**src/core/scb_cfg.svh**
```systemverilog
// register map, field positions, reset values of the config bank
`ifndef SCB_CFG_SVH
`define SCB_CFG_SVH
`define SCB_ADDR_W           8
`define SCB_OFF_NMI_MASK0    8'h00
`define SCB_OFF_NMI_MASK1    8'h04
`define SCB_OFF_PROC_CONFIG  8'h08
`define SCB_OFF_BYPASS_LOW   8'h0C
`define SCB_OFF_BYPASS_HIGH  8'h10
`define SCB_OFF_DEBUG_FORCE  8'h14
`define SCB_OFF_MEM_PWRDN    8'h18
`define SCB_ID1_MSB          31
`define SCB_ID1_LSB          28
`define SCB_ID0_MSB          27
`define SCB_ID0_LSB          24
`define SCB_ID1_RESET        4'h1
`define SCB_ID0_RESET        4'h0
`define SCB_HALT1_BIT        1
`define SCB_HALT0_BIT        0
`define SCB_GPIO_LOW_N       30
`define SCB_GPIO_HIGH_N      6
`define SCB_GPIO_N           36
`define SCB_DBG_RESET        8'h66
`define SCB_DBG_WMASK        8'hEE
`define SCB_MEM_N            8
`define SCB_SYNC_STAGES      2
`endif

```
**src/core/scb_pkg.sv**
```systemverilog
// shared types of the config bank
package scb_pkg;
   typedef enum logic [2:0] {
      SCB_IDLE = 3'b001,
      SCB_RESP = 3'b010,
      SCB_DONE = 3'b100
   } scb_bus_state_e;
   typedef logic [31:0] scb_word_t;
endpackage

```
**src/core/scb_debug_if.sv**
```systemverilog
// per-core debug port steering bundle
`timescale 1ns/1ps
`default_nettype none
interface scb_debug_if;
   logic attach;
   logic clk_drive;
   logic din_drive;
   logic pad_clk;
   logic pad_din;
   logic core_clk;
   logic core_din;
   modport ctrl (output attach, output clk_drive, output din_drive);
   modport mux  (input attach, input clk_drive, input din_drive,
                 input pad_clk, input pad_din,
                 output core_clk, output core_din);
endinterface
`default_nettype wire

```
**src/core/scb_debug_mux.sv**
```systemverilog
// registered debug port selector for one core
`timescale 1ns/1ps
`default_nettype none
module scb_debug_mux (
   // clock and reset
   input  wire logic clock,
   input  wire logic resetn,
   // steering
   scb_debug_if.mux  dbg
);
   // registered so the core sees a glitch-free select; costs one cycle
   always_ff @(posedge clock or negedge resetn) begin
      if (!resetn) begin
         dbg.core_clk <= 1'b1;
         dbg.core_din <= 1'b1;
      end else if (dbg.attach) begin
         dbg.core_clk <= dbg.clk_drive;
         dbg.core_din <= dbg.din_drive;
      end else begin
         dbg.core_clk <= dbg.pad_clk;
         dbg.core_din <= dbg.pad_din;
      end
   end
endmodule // scb_debug_mux
`default_nettype wire

```
**src/core/scb_gpio_sync.sv**
```systemverilog
// per-pin input synchroniser with bypass
`timescale 1ns/1ps
`default_nettype none
`include "scb_cfg.svh"
module scb_gpio_sync (
   // clock and reset
   input  wire logic                     clock,
   input  wire logic                     resetn,
   // pins and control
   input  wire logic [`SCB_GPIO_N-1:0]   pin_in,
   input  wire logic [`SCB_GPIO_N-1:0]   bypass,
   // to gpio input register
   output logic      [`SCB_GPIO_N-1:0]   gpio_in
);
   logic [`SCB_GPIO_N-1:0] stage_a;
   logic [`SCB_GPIO_N-1:0] stage_b;
   genvar g;
   generate
      for (g = 0; g < `SCB_GPIO_N; g = g + 1) begin : g_pin
         always_ff @(posedge clock or negedge resetn) begin
            if (!resetn) begin
               stage_a[g] <= 1'b0;
               stage_b[g] <= 1'b0;
               gpio_in[g] <= 1'b0;
            end else begin
               stage_a[g] <= pin_in[g];
               stage_b[g] <= stage_a[g];
               // bypass skips both stages: two cycles sooner [RULE6]
               gpio_in[g] <= bypass[g] ? pin_in[g] : stage_b[g];
            end
         end
      end
   endgenerate
endmodule // scb_gpio_sync
`default_nettype wire

```
**src/core/scb_bank.sv**
```systemverilog
// system configuration register bank, avalon-mm slave
`timescale 1ns/1ps
`default_nettype none
`include "scb_cfg.svh"
// How it works
// RULE1: core 1 instance id bits 31:28, reset 1
// RULE2: core 0 instance id bits 27:24, reset 0
// RULE3: software never writes instance id 15
// RULE4: halted flags read-only at bits 1, 0
// RULE5: low bypass skips synchroniser, gpio 0-29
// RULE6: bypassed path arrives two cycles earlier
// RULE7: high bypass covers gpio 30-35, bits 5:0
// RULE8: software keeps synchronisers on unless synchronous
// RULE9: attach bit 7 moves core 1 port inside
// RULE10: bit 6 drives core 1 debug clock
// RULE11: bit 5 drives core 1 debug data in
// RULE12: bit 4 shows core 1 debug data out
// RULE13: same controls for core 0, bits 3:0
// RULE14: power-down bits: rom, usb, six srams
// RULE15: per-core 32-bit nmi source masks, reset zero
// RULE16: reserved bits read zero, ignore writes
module scb_bank (
   // clock and reset
   input  wire logic                      clock,
   input  wire logic                      resetn,
   // avalon-mm slave
   input  wire logic [`SCB_ADDR_W-1:0]    avs_address,
   input  wire logic                      avs_read,
   input  wire logic                      avs_write,
   input  wire logic [31:0]               avs_writedata,
   input  wire logic [3:0]                avs_byteenable,
   output logic      [31:0]               avs_readdata,
   output logic      [1:0]                avs_response,
   output logic                           avs_waitrequest,
   // core status
   input  wire logic                      core0_halted,
   input  wire logic                      core1_halted,
   input  wire logic                      core0_debug_data_out,
   input  wire logic                      core1_debug_data_out,
   // external debug pads
   input  wire logic                      pad0_debug_clock,
   input  wire logic                      pad0_debug_data_in,
   input  wire logic                      pad1_debug_clock,
   input  wire logic                      pad1_debug_data_in,
   // debug ports to cores
   output logic                           core0_debug_clock,
   output logic                           core0_debug_data_in,
   output logic                           core1_debug_clock,
   output logic                           core1_debug_data_in,
   output logic      [3:0]                core0_debug_instance_id,
   output logic      [3:0]                core1_debug_instance_id,
   // gpio input path
   input  wire logic [`SCB_GPIO_N-1:0]    gpio_pin_in,
   output logic      [`SCB_GPIO_N-1:0]    gpio_in_value,
   // nmi and memories
   output logic      [31:0]               core0_nmi_source_mask,
   output logic      [31:0]               core1_nmi_source_mask,
   output logic      [`SCB_MEM_N-1:0]     memory_power_down
);
   scb_pkg::scb_bus_state_e       state;
   logic [`SCB_GPIO_LOW_N-1:0]    bypass_low;
   logic [`SCB_GPIO_HIGH_N-1:0]   bypass_high;
   logic [7:0]                    dbg_ctl;
   logic [1:0]                    halt_s1;
   logic [1:0]                    halt_s2;
   logic [1:0]                    dout_s1;
   logic [1:0]                    dout_s2;
   scb_pkg::scb_word_t            next_readdata;
   logic                          hit;
   logic                          do_write;
   logic [31:0]                   bmask;

   scb_debug_if dbg0 ();
   scb_debug_if dbg1 ();

   // byte-lane mask from the avalon byte enables
   function automatic logic [31:0] lane_mask(input logic [3:0] be);
      lane_mask = {{8{be[3]}}, {8{be[2]}}, {8{be[1]}}, {8{be[0]}}};
   endfunction

   function automatic logic addr_hit(input logic [`SCB_ADDR_W-1:0] a);
      unique case (a)
         `SCB_OFF_NMI_MASK0, `SCB_OFF_NMI_MASK1, `SCB_OFF_PROC_CONFIG,
         `SCB_OFF_BYPASS_LOW, `SCB_OFF_BYPASS_HIGH, `SCB_OFF_DEBUG_FORCE,
         `SCB_OFF_MEM_PWRDN: addr_hit = 1'b1;
         default:            addr_hit = 1'b0;
      endcase
   endfunction

   assign bmask    = lane_mask(avs_byteenable);
   assign hit      = addr_hit(avs_address);
   // write commits once, on the idle-to-response edge
   assign do_write = avs_write && (state == scb_pkg::SCB_IDLE);

   // status pins are async to us; two flops before use
   always_ff @(posedge clock or negedge resetn) begin
      if (!resetn) begin
         halt_s1 <= 2'h0;
         halt_s2 <= 2'h0;
         dout_s1 <= 2'h0;
         dout_s2 <= 2'h0;
      end else begin
         halt_s1 <= {core1_halted, core0_halted};
         halt_s2 <= halt_s1;
         dout_s1 <= {core1_debug_data_out, core0_debug_data_out};
         dout_s2 <= dout_s1;
      end
   end

   // bus handshake: one wait cycle, then release
   always_ff @(posedge clock or negedge resetn) begin
      if (!resetn) begin
         state           <= scb_pkg::SCB_IDLE;
         avs_waitrequest <= 1'b1;
      end else begin
         unique case (state)
            scb_pkg::SCB_IDLE: if (avs_read || avs_write) begin
               state           <= scb_pkg::SCB_RESP;
               avs_waitrequest <= 1'b0;
            end
            scb_pkg::SCB_RESP: begin
               state           <= scb_pkg::SCB_DONE;
               avs_waitrequest <= 1'b1;
            end
            scb_pkg::SCB_DONE: state <= scb_pkg::SCB_IDLE;
            default: begin
               state           <= scb_pkg::SCB_IDLE;
               avs_waitrequest <= 1'b1;
            end
         endcase
      end
   end

   // writable fields; reserved bits are never stored
   always_ff @(posedge clock or negedge resetn) begin
      if (!resetn) begin
         core1_debug_instance_id <= `SCB_ID1_RESET;
         core0_debug_instance_id <= `SCB_ID0_RESET;
         bypass_low              <= '0;
         bypass_high             <= '0;
         dbg_ctl                 <= `SCB_DBG_RESET;
         memory_power_down       <= '0;
         core0_nmi_source_mask   <= 32'h00000000;
         core1_nmi_source_mask   <= 32'h00000000;
      end else if (do_write) begin
         unique case (avs_address)
            `SCB_OFF_NMI_MASK0: core0_nmi_source_mask <=
               (core0_nmi_source_mask & ~bmask) |
               (avs_writedata & bmask);                        // [RULE15]
            `SCB_OFF_NMI_MASK1: core1_nmi_source_mask <=
               (core1_nmi_source_mask & ~bmask) |
               (avs_writedata & bmask);                        // [RULE15]
            `SCB_OFF_PROC_CONFIG: if (avs_byteenable[3]) begin
               // value 15 is not trapped; software keeps clear of it
               core1_debug_instance_id <=
                  avs_writedata[`SCB_ID1_MSB:`SCB_ID1_LSB];   // [RULE1] [RULE3]
               core0_debug_instance_id <=
                  avs_writedata[`SCB_ID0_MSB:`SCB_ID0_LSB];   // [RULE2]
            end
            `SCB_OFF_BYPASS_LOW: bypass_low <=
               (bypass_low & ~bmask[`SCB_GPIO_LOW_N-1:0]) |
               (avs_writedata[`SCB_GPIO_LOW_N-1:0]
                & bmask[`SCB_GPIO_LOW_N-1:0]);                 // [RULE5]
            `SCB_OFF_BYPASS_HIGH: if (avs_byteenable[0])
               bypass_high <= avs_writedata[`SCB_GPIO_HIGH_N-1:0]; // [RULE7]
            `SCB_OFF_DEBUG_FORCE: if (avs_byteenable[0])
               // data-out view bits 4 and 0 are read-only
               dbg_ctl <= (dbg_ctl & ~`SCB_DBG_WMASK) |
                  (avs_writedata[7:0] & `SCB_DBG_WMASK);      // [RULE9] [RULE13]
            `SCB_OFF_MEM_PWRDN: if (avs_byteenable[0])
               memory_power_down <= avs_writedata[7:0];       // [RULE14]
            default: ;
         endcase
      end
   end

   // read mux; reserved and unmapped bits return zero
   always_comb begin
      next_readdata = '0;
      unique case (avs_address)
         `SCB_OFF_NMI_MASK0:   next_readdata = core0_nmi_source_mask;
         `SCB_OFF_NMI_MASK1:   next_readdata = core1_nmi_source_mask;
         `SCB_OFF_PROC_CONFIG: begin
            next_readdata[`SCB_ID1_MSB:`SCB_ID1_LSB] =
               core1_debug_instance_id;
            next_readdata[`SCB_ID0_MSB:`SCB_ID0_LSB] =
               core0_debug_instance_id;
            next_readdata[`SCB_HALT1_BIT] = halt_s2[1];        // [RULE4]
            next_readdata[`SCB_HALT0_BIT] = halt_s2[0];        // [RULE4]
         end
         `SCB_OFF_BYPASS_LOW:
            next_readdata[`SCB_GPIO_LOW_N-1:0] = bypass_low;
         `SCB_OFF_BYPASS_HIGH:
            next_readdata[`SCB_GPIO_HIGH_N-1:0] = bypass_high;
         `SCB_OFF_DEBUG_FORCE: begin
            next_readdata[7:0] = dbg_ctl;
            next_readdata[4]   = dout_s2[1];                   // [RULE12]
            next_readdata[0]   = dout_s2[0];                   // [RULE13]
         end
         `SCB_OFF_MEM_PWRDN:   next_readdata[7:0] = memory_power_down;
         default:              next_readdata = '0;             // [RULE16]
      endcase
   end

   always_ff @(posedge clock or negedge resetn) begin
      if (!resetn) begin
         avs_readdata <= 32'h00000000;
         avs_response <= 2'h0;
      end else if (state == scb_pkg::SCB_IDLE && (avs_read || avs_write)) begin
         avs_readdata <= avs_read ? next_readdata : 32'h00000000;
         // unmapped offsets answer decode error
         avs_response <= hit ? 2'h0 : 2'h3;
      end
   end

   // debug steering from the force register
   assign dbg1.attach    = dbg_ctl[7];                         // [RULE9]
   assign dbg1.clk_drive = dbg_ctl[6];                         // [RULE10]
   assign dbg1.din_drive = dbg_ctl[5];                         // [RULE11]
   assign dbg1.pad_clk   = pad1_debug_clock;
   assign dbg1.pad_din   = pad1_debug_data_in;
   assign dbg0.attach    = dbg_ctl[3];                         // [RULE13]
   assign dbg0.clk_drive = dbg_ctl[2];                         // [RULE13]
   assign dbg0.din_drive = dbg_ctl[1];                         // [RULE13]
   assign dbg0.pad_clk   = pad0_debug_clock;
   assign dbg0.pad_din   = pad0_debug_data_in;
   assign core1_debug_clock   = dbg1.core_clk;
   assign core1_debug_data_in = dbg1.core_din;
   assign core0_debug_clock   = dbg0.core_clk;
   assign core0_debug_data_in = dbg0.core_din;

   scb_debug_mux u_dbg1 (
      .clock  (clock),
      .resetn (resetn),
      .dbg    (dbg1.mux)
   );

   scb_debug_mux u_dbg0 (
      .clock  (clock),
      .resetn (resetn),
      .dbg    (dbg0.mux)
   );

   // software should leave bypass off unless pins are synchronous [RULE8]
   scb_gpio_sync u_sync (
      .clock   (clock),
      .resetn  (resetn),
      .pin_in  (gpio_pin_in),
      .bypass  ({bypass_high, bypass_low}),
      .gpio_in (gpio_in_value)
   );
endmodule // scb_bank
`default_nettype wire

```
**config.mk**
```make
export PLATFORM = sky130hd
export DESIGN_NAME = scb_bank
export DESIGN_NICKNAME = d
export VERILOG_FILES = /design/src/core/scb_pkg.sv /design/src/core/scb_debug_if.sv /design/src/core/scb_debug_mux.sv /design/src/core/scb_gpio_sync.sv /design/src/core/scb_bank.sv
export VERILOG_INCLUDE_DIRS = /design/src /design/src/core
export SDC_FILE = /design/constraint.sdc
export NUM_CORES = 1
export LEC_CHECK = 0
export BUFFER_PORTS_ARGS = -buffer_cell sky130_fd_sc_hd__buf_2
export CAP_MARGIN = 10
export CORE_AREA = 2 2 145 147
export DETAILED_ROUTE_END_ITERATION = 10
export DIE_AREA = 0 0 147 149
export PLACE_DENSITY = 0.78
export SYNTH_ARGS = -nofsm -noshare
export SYNTH_HDL_FRONTEND = slang
export SYNTH_SLANG_ARGS = --single-unit
export TNS_END_PERCENT = 50
```
**constraint.sdc**
```tcl
create_clock -name clock -period 2.9 [get_ports clock]
set_clock_uncertainty 0.05 [all_clocks]
set_input_delay 0.29 -clock clock [delete_from_list [all_inputs] [get_ports clock]]
set_output_delay 0.29 -clock clock [all_outputs]
set_load 0.05 [all_outputs]
```
==> impl_metrics.json, run 1 <==
{
  "headroom_to_the_max_slew_limit": 0.154,
  "ctsResizeCount": 0,
  "status": "finished clean",
  "ioPinCount": 247,
  "dr.max_layer_used": "met4",
  "hp-class": "in -> reg",
  "gpl.final_weighted_congestion": 0.791,
  "antenna_left": 0,
  "rr_endpoint": "memory_power_down[2]",
  "yosysSeqAreaShare": 0.662,
  "synth-edff-count": 0,
  "clkSlewWorstSetupHoldPaths_ns": 0.06,
  "ctsLongestPathBuffers": 3,
  "port_buffers": 246,
  "routed_wirelength_normalized_by_instance_count_um": 20.4,
  "placed_cells": 1173,
  "regToRegStartpoint": "state[0]",
  "worst_ep_required_time_ns": 3.28,
  "via_per_inst": 5.36,
  "tritoncts": "built",
  "crit_chain": "and4bb_1 > nand2_1 > or3_1 > mux2_1",
  "rsz0062_at_grt": "false",
  "fin_setup_tns_ns": 0,
  "route.vias.total": 6983,
  "residual_overflow_from_global_routing": 0,
  "crit_arrival_ns": 2.68,
  "cellPowerDensity_nw_per_um2": 625,
  "multi_input_comb_area_um2": 3420,
  "cts_inserted_buffers": 28,
  "end_kind": "flop",
  "worst_hold_path.num_cells": 2,
  "clk-insertion-delay-late_ns": 0.54,
  "achievable-frequency_mhz": 433,
  "grt_pass1_vias": 7397,
  "p_total_uw": 8670,
  "asyncSetResetFlopFracSynth": 1.00,
  "timing.final.hold_violations": 0,
  "timing.final.crit_share": 0.796,
  "timing.hold.ws_ns": 0.0257,
  "clock-root-buffer": "sky130_fd_sc_hd__clkbuf_16",
  "grt_start_max_net_pins": 75,
  "timing.critical_path.buf_inv": 0,
  "syn_nets": 744,
  "synth-seq-cells": 279,
  "remaining_drc_errors": 0,
  "finalNetCount": 1096,
  "nFillCells": 1434,
  "synth_cells": 652,
  "drt_iter0_drc": 269,
  "timing.reg2reg.worst_path_depth": 4,
  "syn_area_per_cell_um2": 16.2,
  "drv.max_cap_violation_count": 0,
  "sequential_cell_area_um2": 7000,
  "static-leakage-power_uw": 0.00696,
  "dieHeight_um": 149,
  "critical_path_fanouts_max": 8,
  "grt_antenna_before_repair": 1,
  "area_growth_pct": 31.4,
  "num_rows": 53,
  "numClockSinks": 279,
  "synth.cell_area_um2": 10600,
  "ff2ff_setup_slack_ns": 0.59,
  "finalSetupViolations": 0,
  "worst_slew_pin_slew_ns": 1.27,
  "h-tree-depth": 1,
  "full_die_area_um2": 21900,
  "m1WireLength_um": 10900,
  "finalMaxSlewViolations": 0,
  "worst_path_largest_cell_delay_ns": 0.67,
  "yosysWarnings": 0,
  "met2_wirelength_um": 13500,
  "firstDrtPassIters": 4,
  "timing.critical_path.max_delay_family": "simple AND/OR/NAND/NOR gates",
  "grt_pass1_wl_um": 41700,
  "post-route-min-period_ns": 2.31,
  "dp_hpwl_um": 17300,
  "fin_cells": 1302,
  "final_layout_size_suffix_gt1_frac": 0.513,
  "wl_um": 26500,
  "yosys.cell_types.count": 46,
  "combined_global_route_utilization_of_all_metal_layers": 0.245,
  "worstHoldStart": "avs_writedata[1]",
  "synth_flop_cell": "sky130_fd_sc_hd__dfrtp_1",
  "met3WireLength_um": 1520,
  "pre_cts_slack_ns": 0.198,
  "setup_slack_ns": 0.592,
  "core_area_um2": 20600,
  "setup.worst_path.class": "reg -> reg",
  "worst_setup_path_start_kind": "flop",
  "timing.critical_path.slowest_stage_cell": "sky130_fd_sc_hd__or3_1",
  "initial_core_util": 0.514,
  "vdd_ir_drop_max_uv": 495,
  "die_w_um": 147
}
==> cell usage after synthesis, types with 2 or more instances <==
library cell / count / area share
sky130_fd_sc_hd__buf_1: 4 / 0.0014
sky130_fd_sc_hd__clkbuf_1: 13 / 0.0046
sky130_fd_sc_hd__mux2_2: 163 / 0.17
sky130_fd_sc_hd__nor3_2: 2 / 0.0019
sky130_fd_sc_hd__nand2b_1: 2 / 0.0012
sky130_fd_sc_hd__a22oi_1: 16 / 0.011
sky130_fd_sc_hd__nor4_4: 10 / 0.020
sky130_fd_sc_hd__a21oi_1: 6 / 0.0028
sky130_fd_sc_hd__o22ai_1: 2 / 0.0012
sky130_fd_sc_hd__dfstp_2: 11 / 0.027
sky130_fd_sc_hd__buf_2: 5 / 0.0024
sky130_fd_sc_hd__a22o_1: 5 / 0.0041
sky130_fd_sc_hd__a2bb2oi_1: 2 / 0.0017
sky130_fd_sc_hd__a221oi_1: 8 / 0.0066
sky130_fd_sc_hd__mux2i_1: 7 / 0.0066
sky130_fd_sc_hd__mux2_4: 14 / 0.020
sky130_fd_sc_hd__dfrtp_1: 268 / 0.63
sky130_fd_sc_hd__a32o_1: 9 / 0.0085
sky130_fd_sc_hd__or3_1: 4 / 0.0024
sky130_fd_sc_hd__o21ai_0: 22 / 0.010
sky130_fd_sc_hd__buf_6: 3 / 0.0032
sky130_fd_sc_hd__mux2_1: 4 / 0.0043
sky130_fd_sc_hd__or2_2: 2 / 0.0012
sky130_fd_sc_hd__buf_4: 2 / 0.0014
sky130_fd_sc_hd__nand2_1: 29 / 0.010
sky130_fd_sc_hd__nor2b_1: 4 / 0.0024
sky130_fd_sc_hd__nor2_1: 9 / 0.0032
sky130_fd_sc_hd__mux4_2: 8 / 0.017
==> worst max path at each step <==
stage	startpoint	end	slack (ns)	cells after the start
after floorplan	avs_address[1]	flop	0.63	6
after global placement	avs_address[1]	flop	0.28	5
after detailed placement	avs_address[1]	flop	0.20	6
after CTS	state[0]	flop	0.60	4
after global routing	state[2]	avs_readdata[21]	0.47	4
final	state[0]	memory_power_down[2]	0.59	4
==> layer usage <==
metal  vias up  track usage
met3        49       0.0498
met5         -            0
met1      3616        0.314
li1       3075            -
met2       243        0.426
met4         0       0.0716
==> layout make-up <==
class | count | share of cell area
clock buffers | 46 | 0.0605
diodes | 1 | 0.000180
flip-flops and latches | 279 | 0.504
multi-input cells | 344 | 0.247
inverters | 2 | 0.000541
well taps | 275 | 0.0248
clock inverters | 6 | 0.00216
repair buffers | 349 | 0.161
==> worst register-to-register path, stage by stage, from the launching register on <==
cell                       delay (ns)
sky130_fd_sc_hd__dfstp_2         0.56
sky130_fd_sc_hd__and4bb_1        0.25
sky130_fd_sc_hd__nand2_1         0.26
sky130_fd_sc_hd__or3_1           0.67
sky130_fd_sc_hd__mux2_1          0.41
==> stage by stage <==
stage / utilization / area (µm²)
after floorplan: - / 10600
after global placement: 0.596 / 12200
after detailed placement: 0.596 / 12200
after CTS: 0.675 / 13900
after global routing: 0.675 / 13900
final: 0.675 / 13900
==> placed cells by master (no fill, tap or decap), drive strengths merged, types with 3 or more instances in the layout <==
cell type      n
a21oi          6
a221oi         8
a22o           5
a22oi         16
a32o           9
buf          273
clkbuf        46
clkinv         7
dfrtp        268
dfstp         11
dlygate4sd3   76
mux2         181
mux2i          7
mux4           8
nand2         29
nor2           9
nor2b          4
nor3           4
nor4          10
o21ai         22
or2            3
or3            4
==> logic make-up after synthesis <==
family	count (synthesis)	synth area share
flops	279	0.662
mux	196	0.222
compound gates	75	0.0508
simple gates	72	0.0507
buf+inv	29	0.0137
xor+xnor	1	0.000829
==> repair_timing <==
item                                    in CTS  in global routing
setup buffers                                0                  0
endpoints found under the setup margin       0                  0
hold buffers                                76                  0
hold endpoints to repair                   249                  0
==> where the power goes <==
group | switching (µW) | internal (µW)
clock | 1450 | 1970
combinational | 750 | 348
sequential | 95.1 | 4070
total | 2290 | 6380
(Power assumes the default switching activity.)
==> inputs of run 2 (changes only) <==
CORE_AREA = 2 2 152 154   (was 2 2 145 147)
DIE_AREA = 0 0 154 156   (was 0 0 147 149)
PLACE_DENSITY = 0.74   (was 0.78)
clock period = 2.1 ns   (was 2.9 ns; I/O delays follow)
==> run 2 against run 1 <==
Via count increased by 1.6%. Critical endpoint is now memory_power_down[6]. Critical path depth grew 2. Highest routed layer unchanged. Non-clock buffer count increased by 34.
==> impl_metrics.json, run 2 (same netlist as run 1, synthesis figures left out) <==
{
  "final_layout_size_suffix_gt1_frac": 0.539,
  "static-leakage-power_uw": 0.00726,
  "ctsLongestPathBuffers": 3,
  "post-route-min-period_ns": 2.06,
  "hp-class": "in -> async",
  "end_kind": "flop",
  "crit_chain": "and4bb_2 > nand2_1 > buf_6 > or3_1 > buf_6 > mux2_1",
  "routed_wirelength_normalized_by_instance_count_um": 20.3,
  "p_total_uw": 13100,
  "grt_pass1_wl_um": 42700,
  "remaining_drc_errors": 0,
  "num_rows": 55,
  "timing.critical_path.slowest_stage_cell": "sky130_fd_sc_hd__dfstp_2",
  "timing.final.crit_share": 0.980,
  "critical_path_fanouts_max": 8,
  "drv.max_cap_violation_count": 0,
  "layout.cells.most_common": "sky130_fd_sc_hd__dfrtp_1",
  "finalNetCount": 1132,
  "headroom_to_the_max_slew_limit": 0.561,
  "antenna_left": 0,
  "rsz0062_at_grt": "true",
  "status": "finished clean",
  "finalSetupViolations": 0,
  "timing.final.hold_violations": 0,
  "timing.critical_path.buf_inv": 2,
  "clkSlewWorstSetupHoldPaths_ns": 0.06,
  "worst_setup_path_start_kind": "flop",
  "grt_start_max_net_pins": 66,
  "regToRegStartpoint": "state[0]",
  "clock-root-buffer": "sky130_fd_sc_hd__clkbuf_16",
  "cellPowerDensity_nw_per_um2": 903,
  "wl_um": 27400,
  "tritoncts": "built",
  "vdd_ir_drop_max_uv": 789,
  "via_per_inst": 5.26,
  "cts_inserted_buffers": 30,
  "drt_iter0_drc": 373,
  "h-tree-depth": 1,
  "full_die_area_um2": 24000,
  "worst_slew_pin_slew_ns": 0.658,
  "setup.worst_path.class": "reg -> reg",
  "die_w_um": 154,
  "mostFrequentLayoutCells": "sky130_fd_sc_hd__dfrtp_1 (268), sky130_fd_sc_hd__buf_2 (245), sky130_fd_sc_hd__mux2_2 (162)",
  "achievable-frequency_mhz": 486,
  "area_growth_pct": 37.4,
  "ff2ff_setup_slack_ns": 0.04,
  "firstDrtPassIters": 4,
  "worst_ep_required_time_ns": 2.47,
  "fin_setup_tns_ns": 0,
  "dp_hpwl_um": 18300,
  "rr_endpoint": "memory_power_down[6]",
  "numClockSinks": 279,
  "core_area_um2": 22400,
  "worst_path_largest_cell_delay_ns": 0.52,
  "critical_path.most_common_cell": "sky130_fd_sc_hd__buf_6",
  "combined_global_route_utilization_of_all_metal_layers": 0.229,
  "timing.reg2reg.worst_path_depth": 6,
  "timing.critical_path.max_delay_family": "simple AND/OR/NAND/NOR gates",
  "port_buffers": 246,
  "route.vias.total": 7095,
  "crit_arrival_ns": 2.43,
  "dieHeight_um": 156,
  "clk-insertion-delay-late_ns": 0.54,
  "grt_antenna_before_repair": 1,
  "grt_pass1_vias": 7522,
  "gpl.final_weighted_congestion": 0.817,
  "ioPinCount": 247,
  "residual_overflow_from_global_routing": 0,
  "finalMaxSlewViolations": 0,
  "initial_core_util": 0.472,
  "nFillCells": 1571
}
==> run 2: cell types whose count changed in the layout (fill, tap and decap cells not counted), sizes merged <==
cell,change
clkbuf,-6
bufinv,+6
dlygate4sd3,+1
diode,+1
clkinvlp,+3
buf,+33
==> run 2: where the power goes <==
part           leakage, µW  internal (µW)  switching [µW]
clock network     0.000537           3630            2100
logic              0.00314            558            1070
registers          0.00358           5620             120
total              0.00726           9810            3290
==> run 2: what timing repair did <==
item,4_1_cts,5_1_grt
hold buffers,77,0
endpoints found under the setup margin,13,20
buffers inserted,0,1
resized for setup,1,5
endpoints found under the hold margin,260,0
==> run 2: cell type report <==
type	count	area, µm²	area share
sequential	279	7000	0.482
multi-input combinational	344	3430	0.237
timing repair buffer	383	2610	0.180
clock buffer	40	870	0.0599
tap	285	357	0.0246
clock inverter	15	233	0.0160
inverter	2	7.51	0.000517
antenna	2	5.00	0.000345
==> run 2: worst max path at each step <==
stage | endpoint | from | cells after the start | slack (ns)
finish | memory_power_down[6] | state[0] | 6 | 0.04
global route | flop | state[0] | 7 | -0.02
CTS | memory_power_down[5] | state[0] | 6 | 0.0001
detailed placement | flop | avs_address[1] | 7 | -0.30
global placement | flop | avs_address[1] | 7 | -0.29
floorplan | flop | avs_address[1] | 6 | -0.09
==> run 2: layer usage <==
metal | global-route usage | vias to the layer above | part of all wire
met5 | 0 | - | 0
met4 | 0.0757 | 0 | 0.028
met3 | 0.0450 | 62 | 0.059
met2 | 0.387 | 265 | 0.49
met1 | 0.299 | 3616 | 0.42
li1 | - | 3152 | -
==> run 2: per-stage QoR <==
| step | setup WS [ns] | util | hold WS, ns | instance area [µm²] | std cells |
|---|---|---|---|---|---|
| after CTS | 0.0000964 | 0.647 | 0.121 | 14500 | 1347 |
| final | 0.0423 | 0.649 | 0.147 | 14500 | 1350 |
| after global routing | -0.0225 | 0.649 | 0.159 | 14500 | 1349 |
| after detailed placement | -0.303 | 0.564 | 0.157 | 12600 | 1215 |
| after floorplan | -0.0886 | - | -0.136 | 10600 | 652 |
| after global placement | -0.286 | 0.564 | 0.154 | 12600 | 1215 |
==> inputs of run 3 (changes only) <==
CORE_AREA = 2 2 157 159   (was 2 2 152 154)
DIE_AREA = 0 0 159 161   (was 0 0 154 156)
PLACE_DENSITY = 0.7   (was 0.74)
==> run 3 against run 2 <==
Clock power is 3.7% higher. Critical path depth unchanged. Utilization is 3.9 points lower. Non-clock buffer count stayed put. Sequential share of layout area down 0.33 points. Cell count is 2.9% higher. Die area up 6.6%. Sequential cell count unchanged. Critical path type unchanged. Largest cell class unchanged. Highest routed layer unchanged.
==> impl_metrics.json, run 3 (same netlist as run 1, synthesis figures left out) <==
{
  "status": "finished clean",
  "area_growth_pct": 38.3,
  "remaining_drc_errors": 0,
  "p_total_uw": 13300,
  "final_layout_size_suffix_gt1_frac": 0.543,
  "rsz0062_at_grt": "true",
  "clock-root-buffer": "sky130_fd_sc_hd__clkbuf_16",
  "static-leakage-power_uw": 0.00728,
  "drv.max_cap_violation_count": 0,
  "end_kind": "flop",
  "met3WireLength_um": 1400,
  "dr.max_layer_used": "met4",
  "post-route-min-period_ns": 2.06,
  "worst_slew_pin_slew_ns": 0.516,
  "post-route-cell-area_um2": 14600,
  "headroom_to_the_max_slew_limit": 0.656,
  "residual_overflow_from_global_routing": 0,
  "via_per_inst": 5.04,
  "dp_hpwl_um": 18100,
  "vdd_ir_drop_max_uv": 709,
  "full_die_area_um2": 25600,
  "achievable-frequency_mhz": 486,
  "ioPinCount": 247,
  "drt_iter0_drc": 303,
  "finalNetCount": 1131,
  "initial_core_util": 0.441,
  "finalSetupViolations": 0,
  "m1WireLength_um": 11500,
  "post_dp_area_um2": 12700,
  "worst_path_largest_cell_delay_ns": 0.53,
  "grt_start_max_net_pins": 63,
  "num_rows": 57,
  "clkSlewWorstSetupHoldPaths_ns": 0.07,
  "setup.worst_path.class": "reg -> reg",
  "timing.hold.ws_ns": 0.147,
  "antenna_left": 0,
  "grt_pass1_wl_um": 43100,
  "cellPowerDensity_nw_per_um2": 911,
  "die_w_um": 159,
  "firstDrtPassIters": 4,
  "ctsLongestPathBuffers": 3,
  "numClockSinks": 279,
  "grt_pass1_vias": 7693,
  "finalMaxSlewViolations": 0,
  "tritoncts": "built",
  "route.vias.total": 6994,
  "placed_cells": 1254,
  "layout.cells.most_common": "sky130_fd_sc_hd__dfrtp_1",
  "worst_setup_path_start_kind": "flop",
  "port_buffers": 246,
  "critical_path.most_common_cell": "sky130_fd_sc_hd__buf_6",
  "critical_path_fanouts_max": 8,
  "hp-class": "in -> reg",
  "timing.critical_path.buf_inv": 2,
  "fin_setup_tns_ns": 0,
  "timing.final.hold_violations": 0,
  "timing.critical_path.slowest_stage_cell": "sky130_fd_sc_hd__dfstp_2",
  "cts_inserted_buffers": 29,
  "regToRegStartpoint": "state[0]",
  "mostFrequentLayoutCells": "sky130_fd_sc_hd__dfrtp_1 (268), sky130_fd_sc_hd__buf_2 (244), sky130_fd_sc_hd__mux2_2 (164)",
  "h-tree-depth": 1,
  "timing.final.crit_share": 0.979,
  "timing.critical_path.max_delay_family": "simple AND/OR/NAND/NOR gates",
  "crit_arrival_ns": 2.43,
  "routed_wirelength_normalized_by_instance_count_um": 19.4,
  "cp_launch_point": "state[0]",
  "worst_ep_required_time_ns": 2.48,
  "crit_chain": "and4bb_2 > nand2_1 > buf_6 > or3_4 > buf_6 > mux2_1",
  "worstHoldStart": "avs_address[5]",
  "fin_cells": 1389,
  "met2_wirelength_um": 13300,
  "combined_global_route_utilization_of_all_metal_layers": 0.212,
  "grt_antenna_before_repair": 3,
  "gpl.final_weighted_congestion": 0.778,
  "clk-insertion-delay-late_ns": 0.55,
  "dieHeight_um": 161,
  "core_area_um2": 24000,
  "wl_um": 27000
}
-- run 3: cell count changes in the layout (fill, tap and decap cells not counted), moves of 2 or more --
cell and delta:
sky130_fd_sc_hd__inv_6 +2, sky130_fd_sc_hd__mux2_2 +2, sky130_fd_sc_hd__buf_6 +3, sky130_fd_sc_hd__bufinv_16 +3
sky130_fd_sc_hd__clkbuf_1 -2, sky130_fd_sc_hd__buf_4 -2, sky130_fd_sc_hd__clkbuf_16 -2
-- run 3: final cells by class --
type	instances	area (µm²)
fillers	1866	9350
well taps	324	405
repair buffers	383	2630
flip-flops and latches	279	7000
clock buffers	35	798
inverters	2	7.51
clock inverters	19	337
multi-input cells	344	3440
diodes	3	7.51
-- run 3: worst register-to-register path: cells and delay by family (launching register included) --
family	cells	cell delay, ns
simple gates	3	0.74
flops	1	0.53
buf+inv	2	0.30
mux	1	0.32
-- run 3: worst paths after layout --
kind / endpoint / slack (ns) / cells past startpoint
min in group asynchronous: u_sync.stage_b[27] / 0.16 / 2
max in group asynchronous: u_dbg1.dbg.core_clk / 1.13 / 3
worst max-delay path: memory_power_down[3] / 0.04 / 6
worst min-delay path: avs_readdata[31] / 0.15 / 5
worst min register to register: dout_s2[1] / 0.30 / 0
worst max register to register: memory_power_down[3] / 0.04 / 6
-- run 3: per-stage QoR --
| step | setup slack, ns | utilization |
|---|---|---|
| finish | 0.0436 | 0.610 |
| global route | -0.0266 | 0.610 |
| CTS | 0.00963 | 0.608 |
| detailed placement | -0.310 | 0.528 |
| global placement | -0.278 | 0.528 |
| floorplan | -0.0886 | - |
-- run 3: where the power goes --
group | switching, µW | total (µW) | internal [µW]
combinational | 1070 | 1640 | 563
clock | 2130 | 5940 | 3820
sequential | 117 | 5730 | 5620
-- run 3: what timing repair did --
item	CTS	global route
gates cloned	0	0
gates resized for setup	2	9
endpoints found under the hold margin	299	0
hold buffers	77	0
pin swaps	0	0
buffers inserted	1	0
setup endpoints to repair	10	45
-- run 3: layer usage --
layer | GRT usage | up-vias
li1 | - | 3152
met1 | 0.280 | 3575
met2 | 0.357 | 217
met3 | 0.0434 | 50
met4 | 0.0645 | 0
met5 | 0 | -
